**src/shared/indicator_defs.vh**
```
`ifndef INDICATOR_DEFS_VH
`define INDICATOR_DEFS_VH
// Register byte addresses on the AXI4-Lite slave
`define ADDR_INDICATOR_CONFIG 4'h0
`define ADDR_INDICATOR_STATUS 4'h4
// Field positions inside indicator_config
`define SEL0_LSB 0
`define SEL1_LSB 4
`define SEL2_LSB 8
`define RATE_LSB 12
// Reset value: rate 10, sel2 0110, sel1 0001, sel0 0000
`define CONFIG_RESET 16'h2610
// Source selector codes
`define SRC_LINK 4'h0
`define SRC_LINK_TXRX 4'h1
`define SRC_LINK_TX 4'h2
`define SRC_LINK_RX 4'h3
`define SRC_LINK_MASTER 4'h4
`define SRC_LINK_SLAVE 4'h5
`define SRC_ACTIVITY 4'h6
`define SRC_LINK_LOST 4'h9
`define SRC_PATTERN_ERR 4'hA
// Blink half-periods in ms and clock rate in kHz
`define CLK_KHZ 20000
`define BLINK_MS_00 50
`define BLINK_MS_01 100
`define BLINK_MS_10 200
`define BLINK_MS_11 500
`define BLINK_CYC_00 (`BLINK_MS_00 * `CLK_KHZ)
`define BLINK_CYC_01 (`BLINK_MS_01 * `CLK_KHZ)
`define BLINK_CYC_10 (`BLINK_MS_10 * `CLK_KHZ)
`define BLINK_CYC_11 (`BLINK_MS_11 * `CLK_KHZ)
`define AXI_OKAY 2'b00
`define AXI_SLVERR 2'b10
`endif

```
**src/logic/indicator_control.v**
```verilog
// Behaviour
// - Blink rate field 13:12, reset 10
// - Selector 3:0 drives output zero, reset 0000
// - Selector 7:4 drives output one, reset 0001
// - Selector 11:8 drives output two, reset 0110
// - Code 1001: link lost, held until status read
// - Code 1010: pattern error, held until counter cleared
//
// Register access over AXI4-Lite and the placing of the registers were left to the implementer.
`timescale 1ns/100ps
`include "indicator_defs.vh"
module indicator_control
#(
  parameter BLINK_CYC_00 = `BLINK_CYC_00,
  parameter BLINK_CYC_01 = `BLINK_CYC_01,
  parameter BLINK_CYC_10 = `BLINK_CYC_10,
  parameter BLINK_CYC_11 = `BLINK_CYC_11
)
(
  input wire CLK,
  input wire RST,
  input wire LINK_UP,
  input wire LINK_MASTER,
  input wire TX_ACTIVITY,
  input wire RX_ACTIVITY,
  input wire BASIC_STATUS_READ,
  input wire PATTERN_ERROR,
  input wire PATTERN_COUNT_CLEAR,
  input wire [3:0] AWADDR,
  input wire AWVALID,
  output reg AWREADY,
  input wire [31:0] WDATA,
  input wire [3:0] WSTRB,
  input wire WVALID,
  output reg WREADY,
  output reg [1:0] BRESP,
  output reg BVALID,
  input wire BREADY,
  input wire [3:0] ARADDR,
  input wire ARVALID,
  output reg ARREADY,
  output reg [31:0] RDATA,
  output reg [1:0] RRESP,
  output reg RVALID,
  input wire RREADY,
  output reg INDICATOR_OUT_ZERO,
  output reg INDICATOR_OUT_ONE,
  output reg INDICATOR_OUT_TWO
);

////////////////////////////////////////////////////////////////////////////
// Register file and bus slave

reg [15:0] config_ff;
reg [3:0] awaddr_ff;
reg aw_held_ff;
reg [31:0] wdata_ff;
reg [3:0] wstrb_ff;
reg w_held_ff;
reg link_lost_ff;
reg pattern_err_ff;
reg blink_phase_ff;
reg [23:0] blink_cnt_ff;
reg link_prev_ff;

wire do_write = aw_held_ff && w_held_ff && !BVALID;

// Status word: bit0 link lost, bit1 pattern error, bit2 blink phase
wire [31:0] status_word = {29'h0, blink_phase_ff, pattern_err_ff,
  link_lost_ff};

// Address decode shared by the write and read paths
function is_config_addr;
  input [3:0] addr;
  begin
    is_config_addr = (addr == `ADDR_INDICATOR_CONFIG);
  end
endfunction

function is_status_addr;
  input [3:0] addr;
  begin
    is_status_addr = (addr == `ADDR_INDICATOR_STATUS);
  end
endfunction

// Each ready pulses for one cycle, so a valid held by the master is taken
// once; the response waits until both halves of the write are in
always @(posedge CLK)
begin
  if (RST)
  begin
    AWREADY <= 1'b0;
    aw_held_ff <= 1'b0;
    awaddr_ff <= 4'h0;
  end
  else
  begin
    AWREADY <= !aw_held_ff && !AWREADY && AWVALID;
    if (AWVALID && AWREADY)
    begin
      aw_held_ff <= 1'b1;
      awaddr_ff <= AWADDR;
    end
    else if (do_write)
      aw_held_ff <= 1'b0;
  end
end

always @(posedge CLK)
begin
  if (RST)
  begin
    WREADY <= 1'b0;
    w_held_ff <= 1'b0;
    wdata_ff <= 32'h0;
    wstrb_ff <= 4'h0;
  end
  else
  begin
    WREADY <= !w_held_ff && !WREADY && WVALID;
    if (WVALID && WREADY)
    begin
      w_held_ff <= 1'b1;
      wdata_ff <= WDATA;
      wstrb_ff <= WSTRB;
    end
    else if (do_write)
      w_held_ff <= 1'b0;
  end
end

// Writes to the status word are accepted and dropped; it is read-only
always @(posedge CLK)
begin
  if (RST)
  begin
    BVALID <= 1'b0;
    BRESP <= `AXI_OKAY;
  end
  else if (do_write)
  begin
    BVALID <= 1'b1;
    if (is_config_addr(awaddr_ff) || is_status_addr(awaddr_ff))
      BRESP <= `AXI_OKAY;
    else
      BRESP <= `AXI_SLVERR;
  end
  else if (BVALID && BREADY)
    BVALID <= 1'b0;
end

// Lanes 2 and 3 have no bits behind them and are dropped
always @(posedge CLK)
begin
  if (RST)
    config_ff <= `CONFIG_RESET;
  else if (do_write && is_config_addr(awaddr_ff))
  begin
    if (wstrb_ff[0])
      config_ff[7:0] <= wdata_ff[7:0];
    if (wstrb_ff[1])
      config_ff[15:8] <= wdata_ff[15:8];
  end
end

// One read at a time: the address is taken only while no data is pending

always @(posedge CLK)
begin
  if (RST)
  begin
    ARREADY <= 1'b0;
    RVALID <= 1'b0;
    RDATA <= 32'h0;
    RRESP <= `AXI_OKAY;
  end
  else
  begin
    ARREADY <= !ARREADY && !RVALID && ARVALID;
    if (ARVALID && ARREADY)
    begin
      RVALID <= 1'b1;
      RRESP <= `AXI_OKAY;
      if (is_config_addr(ARADDR))
        RDATA <= {16'h0, config_ff};
      else if (is_status_addr(ARADDR))
        RDATA <= status_word;
      else
      begin
        RDATA <= 32'h0;
        RRESP <= `AXI_SLVERR;
      end
    end
    else if (RVALID && RREADY)
      RVALID <= 1'b0;
  end
end

////////////////////////////////////////////////////////////////////////////
// Blink timebase shared by all outputs

// One shared phase keeps all lamps blinking in step; a new rate takes
// effect at once since the compare below also catches an overshoot
reg [23:0] blink_limit;

always @*
begin
  case (config_ff[`RATE_LSB+1:`RATE_LSB])
    2'b00: blink_limit = BLINK_CYC_00[23:0];
    2'b01: blink_limit = BLINK_CYC_01[23:0];
    2'b10: blink_limit = BLINK_CYC_10[23:0];
    default: blink_limit = BLINK_CYC_11[23:0];
  endcase
end

always @(posedge CLK)
begin
  if (RST)
  begin
    blink_cnt_ff <= 24'h0;
    blink_phase_ff <= 1'b0;
  end
  else if (blink_cnt_ff >= blink_limit - 24'h1)
  begin
    blink_cnt_ff <= 24'h0;
    blink_phase_ff <= !blink_phase_ff;
  end
  else
    blink_cnt_ff <= blink_cnt_ff + 24'h1;
end

////////////////////////////////////////////////////////////////////////////
// Sticky indications; a new event wins over a clear in the same cycle

// The previous level resets low, matching a link that is down at reset,
// so leaving reset never looks like a loss
always @(posedge CLK)
begin
  if (RST)
  begin
    link_prev_ff <= 1'b0;
    link_lost_ff <= 1'b0;
  end
  else
  begin
    link_prev_ff <= LINK_UP;
    if (link_prev_ff && !LINK_UP)
      link_lost_ff <= 1'b1;
    else if (BASIC_STATUS_READ)
      link_lost_ff <= 1'b0;
  end
end

// An error in the cycle of a counter clear keeps the lamp lit, so no
// error goes unseen
always @(posedge CLK)
begin
  if (RST)
    pattern_err_ff <= 1'b0;
  else if (PATTERN_ERROR)
    pattern_err_ff <= 1'b1;
  else if (PATTERN_COUNT_CLEAR)
    pattern_err_ff <= 1'b0;
end

////////////////////////////////////////////////////////////////////////////
// Source selection, one decoder shared by the three outputs

// Reserved codes give a dark output rather than anything misleading
function source_level;
  input [3:0] sel;
  reg act;
  begin
    act = 1'b0;
    source_level = 1'b0;
    case (sel)
      `SRC_LINK: source_level = LINK_UP;
      `SRC_LINK_TXRX: act = TX_ACTIVITY || RX_ACTIVITY;
      `SRC_LINK_TX: act = TX_ACTIVITY;
      `SRC_LINK_RX: act = RX_ACTIVITY;
      `SRC_LINK_MASTER: source_level = LINK_UP && LINK_MASTER;
      `SRC_LINK_SLAVE: source_level = LINK_UP && !LINK_MASTER;
      `SRC_ACTIVITY:
        source_level = (TX_ACTIVITY || RX_ACTIVITY) && blink_phase_ff;
      `SRC_LINK_LOST: source_level = link_lost_ff;
      `SRC_PATTERN_ERR: source_level = pattern_err_ff;
      default: source_level = 1'b0;
    endcase
    if (sel == `SRC_LINK_TXRX || sel == `SRC_LINK_TX ||
        sel == `SRC_LINK_RX)
      source_level = LINK_UP && (!act || blink_phase_ff);
  end
endfunction

// Registered drives keep the lamps glitch-free while the config changes
always @(posedge CLK)
begin
  if (RST)
  begin
    INDICATOR_OUT_ZERO <= 1'b0;
    INDICATOR_OUT_ONE <= 1'b0;
    INDICATOR_OUT_TWO <= 1'b0;
  end
  else
  begin
    INDICATOR_OUT_ZERO <= source_level(config_ff[3:0]);
    INDICATOR_OUT_ONE <= source_level(config_ff[7:4]);
    INDICATOR_OUT_TWO <= source_level(config_ff[11:8]);
  end
end

endmodule

```
**config.mk**
```make
export PLATFORM = sky130hd
export DESIGN_NAME = indicator_control
export DESIGN_NICKNAME = d
export VERILOG_FILES = /design/src/logic/indicator_control.v
export VERILOG_INCLUDE_DIRS = /design/src /design/src/shared
export SDC_FILE = /design/constraint.sdc
export NUM_CORES = 1
export LEC_CHECK = 0
export ABC_CLOCK_PERIOD_IN_PS = 2250
export BUFFER_PORTS_ARGS = -buffer_cell sky130_fd_sc_hd__buf_2
export CAP_MARGIN = 0
export CORE_MARGIN = 2
export CORE_UTILIZATION = 49
export DETAILED_ROUTE_END_ITERATION = 16
export PLACE_DENSITY = 0.77
export SLEW_MARGIN = 20
export SYNTH_ARGS = -nofsm -noshare
export SYNTH_HDL_FRONTEND = slang
export SYNTH_SLANG_ARGS = --single-unit
```
**constraint.sdc**
```tcl
create_clock -name CLK -period 2.25 [get_ports CLK]
set_input_delay 0 -clock CLK [delete_from_list [all_inputs] [get_ports CLK]]
set_output_delay 0 -clock CLK [all_outputs]
set_load 0.02 [all_outputs]
```
Word-level counts from Yosys, hierarchy flattened
Index checks and enable logic that the tools add are counted.
{"block": "totals", "register_bits": 112}
{"block": "op_classes", "addsub": 2, "order_cmp": 1, "n_eq_ne": 28, "muxes": 29, "n_reduce_logical": 60}
{"op": "24-bit one-hot mux with 3 select lines", "count": 1}
{"op": "4-bit by 3-bit equality test with 1-bit output (second input constant)", "count": 11}
{"op": "24-bit by 1-bit adder with 24-bit output (second input constant)", "count": 1}
{"op": "4-bit by 2-bit equality test with 1-bit output (second input constant)", "count": 6}
{"op": "4-bit equality test (second input constant)", "count": 6}
{"op": "24-bit >= comparator", "count": 1}
{"op": "24-bit by 1-bit subtractor with 24-bit output (second input constant)", "count": 1}
{"op": "1-bit logical AND", "count": 21}
{"op": "4-bit zero test", "count": 5}
{"op": "1-bit one-hot mux with 6 select lines", "count": 3}
{"op": "1-bit 2-to-1 mux", "count": 17}
{"op": "16-bit 2-to-1 mux", "count": 1}
{"op": "1-bit zero test", "count": 13}
{"op": "4-bit by 1-bit equality test with 1-bit output (second input constant)", "count": 3}
{"op": "2-bit nonzero test", "count": 6}
{"op": "1-bit logical OR", "count": 11}
{"op": "1-bit one-hot mux with 3 select lines", "count": 3}
{"op": "2-bit 2-to-1 mux", "count": 3}
{"op": "2-bit AND reduction", "count": 2}
{"op": "3-bit 2-to-1 mux", "count": 1}
{"op": "2-bit by 1-bit equality test with 1-bit output (second input constant)", "count": 1}
{"op": "2-bit equality test (second input constant)", "count": 1}
{"op": "2-bit zero test", "count": 1}
{"op": "2-bit OR reduction", "count": 1}

Logic depth before layout (Yosys ltp)
{"block": "logic_depth", "word_depth": 7, "ltp_mapped": 10, "mapped_depth_nobuf": 9}

Worst setup path after synthesis
OpenSTA, ideal clock, no wires.
{"block": "synth_timing", "path_type": "reg2reg", "start": "reg config_ff[12]", "end": "reg blink_cnt_ff[10]", "setup_ps": 64, "t_arrival_ps": 2181, "path_slack_ps": 5, "stages_incl_launch_ff": 11, "synth_period_minus_slack_ps": 2245, "path_cell_list": "dfxtp_1 > inv_1 > ha_1 > o21ai_0 > ha_1 > nand4_1 > nor4_1 > a221oi_1 > nand4b_1 > buf_2 > nor2_1"}
{"block": "synth_between", "elab_chain_len": 5, "elab_cells_between_ends": 7}
{"element": "from (decl)", "line": "indicator_control.v:54", "source": "reg [15:0] config_ff;"}
{"element": "from (signal assigned)", "line": "indicator_control.v:157", "source": "config_ff <= `CONFIG_RESET;"}
{"element": "from (signal assigned)", "line": "indicator_control.v:163", "source": "config_ff[15:8] <= wdata_ff[15:8];"}
{"element": "2-bit equality test (tied with other cells)", "line": "indicator_control.v:209", "source": "case (config_ff[`RATE_LSB+1:`RATE_LSB])"}
{"element": "24-bit one-hot mux with 3 select lines (*)", "line": "indicator_control.v:209"}
{"element": "24-bit by 1-bit subtractor with 24-bit output (*)", "line": "indicator_control.v:224", "source": "else if (blink_cnt_ff >= blink_limit - 24'h1)"}
{"element": "24-bit >= comparator (*)", "line": "indicator_control.v:224"}
{"element": "2-bit OR reduction (no source line) (*)"}
{"element": "to (signal assigned)", "line": "indicator_control.v:230", "source": "blink_cnt_ff <= blink_cnt_ff + 24'h1;"}
{"element": "to (decl)", "line": "indicator_control.v:63", "source": "reg [23:0] blink_cnt_ff;"}
Every way passes the cells marked *; elsewhere a longest branch is shown, timed or not.
A chain may end at the register's enable or synchronous reset.

Worst setup path after layout
{"block": "layout_timing", "start": "reg config_ff[12]", "end": "reg blink_cnt_ff[0]"}
Same word-level chain as after synthesis.

==> results_tabular.tex <==
\begin{tabular}{lr}
\hline
Metric & Value \\
\hline
\multicolumn{2}{l}{\textbf{Flow run}} \\
Max Cap Violations & 0 \\
\multicolumn{2}{l}{\textbf{Place}} \\
DPL Wire Length & about 6.7 mm \\
Final Wtd Congestion & about 0.86 \\
Port bufs & between 60 and 70 \\
Cell Area, Placed & between 4000 and 5000 sq um \\
\multicolumn{2}{l}{\textbf{Logic synthesis}} \\
Synthesized flop and latch total & between 90 and 100 \\
Portion of netlist area occupied by mux cells & 0.0368 \\
Post-synthesis instance area & roughly 4400 sq um \\
Ys Warns & 0 \\
Post-synthesis share of cell area spent on xor and xnor gates & 0.0440 \\
Number of library cell types mapped by synthesis & 45 \\
Most common flop cell mapped by yosys & sky130\_fd\_sc\_hd\_\_dfxtp\_1 \\
Post-synthesis adder-cell area fraction & 0.0686 \\
Post-synthesis compound-gate area fraction & 0.125 \\
Mapped Cells & slightly above 500 \\
Syn\_area\_per\_cell & approximately 8.7 sq um \\
Largest family of logic cells by synthesized area & simple AND/OR/NAND/NOR gates \\
Share of the yosys chip area belonging to registers & 0.430 \\
Share of flip-flops with an asynchronous set or reset & 0 \\
Simple-gate share of the synthesized area & 0.230 \\
EDFF count, synth & 0 \\
\multicolumn{2}{l}{\textbf{Power and ir drop}} \\
Power spent charging and discharging nets & approximately 840 uW \\
Clock network fraction of design power & 0.359 \\
Internal power contribution & between 2000 and 2500 uW \\
VDD IR max & about 310 uV \\
Proportion of total power due to net switching & 0.271 \\
Leakage Power & $\sim$0.0023 uW \\
Power per cell area & about 550 nW/um\^{}2 \\
Part of the total power dissipated in combinational logic & 0.085 \\
Flop pwr share & 0.556 \\
\multicolumn{2}{l}{\textbf{Timing}} \\
Crit share post-route & 1.03 \\
Worst Clk Skew & about 14 ps \\
Fmax & between 400 and 500 MHz \\
Final setup viols & 25 \\
Fin. Hold Viols & 0 \\
Worst-case setup margin in the final layout & -74.6 ps \\
Final hold slack & 79.2 ps \\
Normalized max-slew margin & 0.581 \\
Number of max-slew violations in the final report & 0 \\
Actual transition at the worst max-transition pin & 628 ps \\
Final critical-path required period & around 2300 ps \\
Unrepaired setup endpoints after global routing & yes \\
\multicolumn{2}{l}{\textbf{Global routing}} \\
Number of antenna violations at the first check in global routing & 0 \\
Vias in the first global route & between 3000 and 4000 \\
Wire length of the first global-routing pass & between 15 and 20 mm \\
Global routing usage summed across all routing layers & 0.208 \\
Residual overflow from global routing & 0 \\
Pin count of the biggest net entering global routing & 49 \\
\multicolumn{2}{l}{\textbf{Hold path}} \\
Kind of path behind the tightest hold check & primary input to register \\
\multicolumn{2}{l}{\textbf{Routing}} \\
Post-detailed-routing wire length & approximately 11 mm \\
Violation count after the first detailed-routing iteration & between 150 and 200 \\
TritonRoute pass-1 iters & 6 \\
Number of nets still failing antenna checks after routing & 0 \\
Routed vias & between 3000 and 4000 \\
Number of vias per cell & 5.46 \\
Final routed wire length divided by cell count & around 15 um \\
\# DRC & 0 \\
\multicolumn{2}{l}{\textbf{Clocking}} \\
Root Driver & sky130\_fd\_sc\_hd\_\_clkbuf\_8 \\
Clock Sink Count & 94 \\
Worst skew pair latency & about 370 ps \\
Clock-pin slew of the registers on the worst-case setup and hold paths & roughly 100 ps \\
CTS H-tree lvls & 3 \\
TritonCTS clock tree & built \\
Longest Clk Path Bufs & 2 \\
Number of buffers created by CTS & 9 \\
\multicolumn{2}{l}{\textbf{Critical path}} \\
Maximum fanout encountered on the critical timing path & 6 \\
Signal arrival time at the worst endpoint & 2590 ps \\
WS Path Type & register to register \\
CP Data Required Time & 2510 ps \\
Startpoint class of the critical path & register \\
Endpoint kind of the worst setup timing path & register \\
\multicolumn{2}{l}{\textbf{Final layout}} \\
Growth of design area from synthesis to finish & 28.9\% \\
Net count of the finished layout & around 690 \\
Design Area, Final & about 5600 sq um \\
Fraction of layout instances using a drive strength above 1 & 0.238 \\
Number of filler cells placed in the layout & 687 \\
Count of inserted antenna diode cells & 0 \\
\multicolumn{2}{l}{\textbf{Floorplanning}} \\
Site Rows & 34 \\
Chip width & approximately 99 um \\
Die Outline Area & around 9700 sq um \\
Effective utilization at floorplan & 0.505 \\
Number of I/O pins & between 100 and 150 \\
Core ar. & about 8700 sq um \\
Vertical extent of the die & roughly 99 um \\
\multicolumn{2}{l}{\textbf{Status}} \\
Run status & complete, but fails checks \\
Violated checks & negative setup slack \\
\hline
\end{tabular}
-- layer usage --
layer | global-route usage | vias to the layer above | part of all wire
li1 | - | 1919 | -
met1 | 0.269 | 1881 | 0.43
met2 | 0.354 | 138 | 0.50
met3 | 0.0404 | 24 | 0.057
met4 | 0.0622 | 0 | 0.021
met5 | 0 | - | 0
-- sequential cells by signal, indices dropped and copies added (netlist names), 2 cells and up --
| name | flops |
|---|---|
| blink_cnt_ff | 24 |
| RDATA | 16 |
| config_ff | 16 |
| wdata_ff | 16 |
| awaddr_ff | 4 |
| wstrb_ff | 2 |
-- per-stage QoR --
stage / setup TNS (ps) / std cells / setup slack, ps / total power [uW] / util
2_1_floorplan: 0 / 522 / 5.03 / 1900 / -
3_3_place_gp: 0 / 670 / 14.2 / 1940 / 0.552
3_5_place_dp: -3080 / 670 / -153 / 1950 / 0.552
4_1_cts: -1.96 / 723 / -1.44 / 3100 / 0.624
5_1_grt: -3030 / 725 / -157 / 3200 / 0.651
6_report: -1110 / 725 / -74.6 / 3080 / 0.651
-- synth_stat cells, drive strengths merged (4+ instances only) --
| cell type | number | area (sq um) |
|---|---|---|
| nand4 | 6 | 37.5 |
| xnor2 | 17 | 149 |
| inv | 17 | 63.8 |
| nand2b | 9 | 56.3 |
| a22oi | 17 | 128 |
| nand2 | 55 | 211 |
| and3 | 7 | 43.8 |
| a211o | 5 | 43.8 |
| xor2 | 5 | 43.8 |
| dfxtp | 94 | 1880 |
| o22ai | 4 | 25.0 |
| nand3 | 14 | 75.1 |
| nor2b | 10 | 62.6 |
| a21oi | 41 | 205 |
| o21ai | 11 | 55.1 |
| buf | 25 | 175 |
| clkbuf | 11 | 41.3 |
| nand3b | 4 | 30.0 |
| nor2 | 65 | 249 |
| or3 | 6 | 37.5 |
| ha | 24 | 300 |
| mux2i | 15 | 150 |
| nor3 | 16 | 85.1 |
-- cell usage in the layout (no fill, tap or decap), drive strengths merged, types with 20 or more instances in the layout --
master / count
a21oi: 41
buf: 79
dfxtp: 94
nor2: 65
ha: 24
nand2: 55
inv: 21
dlygate4sd3: 35
conb: 20
-- timing repair --
action	in CTS	in global routing
setup buffers	1	2
pin swaps	7	24
hold buffers	35	0
resized for setup	15	52
endpoints found under the setup margin	25	25
endpoints found under the hold margin	31	0
gates cloned	1	1
-- power by group through the flow --
stage | logic (uW) | registers, uW | clock network, uW
finish | 261 | 1710 | 1110
detailed placement | 194 | 1750 | 0
global placement | 189 | 1750 | 0
global route | 284 | 1720 | 1200
CTS | 248 | 1710 | 1140
floorplan | 140 | 1760 | 0
-- layout make-up --
type / instances / area, sq um / share of cell area
sequential: 94 / 1890 / 0.335
clock buffer: 9 / 124 / 0.0219
timing repair buffer: 115 / 821 / 0.145
clock inverter: 7 / 75.1 / 0.0133
inverter: 17 / 71.3 / 0.0126
tap: 108 / 135 / 0.0239
multi-input combinational: 375 / 2530 / 0.448
-- logic make-up after synthesis --
kind of cell | after synthesis
buf+inv | 53
simple gates | 205
xor+xnor | 22
mux | 16
compound gates | 88
other cells | 2
flops | 94
fa+ha+maj | 24
-- final timing paths --
check	startpoint	end	slack [ps]	cells past startpoint
worst min register to register	aw_held_ff$_SDFFE_PP0P_	AWREADY$_SDFF_PP0_	450	1
worst max-delay path	config_ff[12]$_SDFFE_PP0P_	blink_cnt_ff[0]$_SDFF_PP0_	-70	11
worst min-delay path	RST	RDATA[0]$_SDFFE_PP0P_	80	2
worst max register to register	config_ff[12]$_SDFFE_PP0P_	blink_cnt_ff[0]$_SDFF_PP0_	-70	11
-- critical path: stages, from the launching register on --
cell and delay, ps:
sky130_fd_sc_hd__dfxtp_4 400, sky130_fd_sc_hd__ha_4 180, sky130_fd_sc_hd__inv_2 100, sky130_fd_sc_hd__o21ai_2 80, sky130_fd_sc_hd__ha_1 310, sky130_fd_sc_hd__nand4_1 190
sky130_fd_sc_hd__nor4_4 260, sky130_fd_sc_hd__nand3_1 180, sky130_fd_sc_hd__nand4b_1 160, sky130_fd_sc_hd__buf_4 150, sky130_fd_sc_hd__clkbuf_16 170, sky130_fd_sc_hd__nor2_2 40
Power figures use the tool's default switching activity.
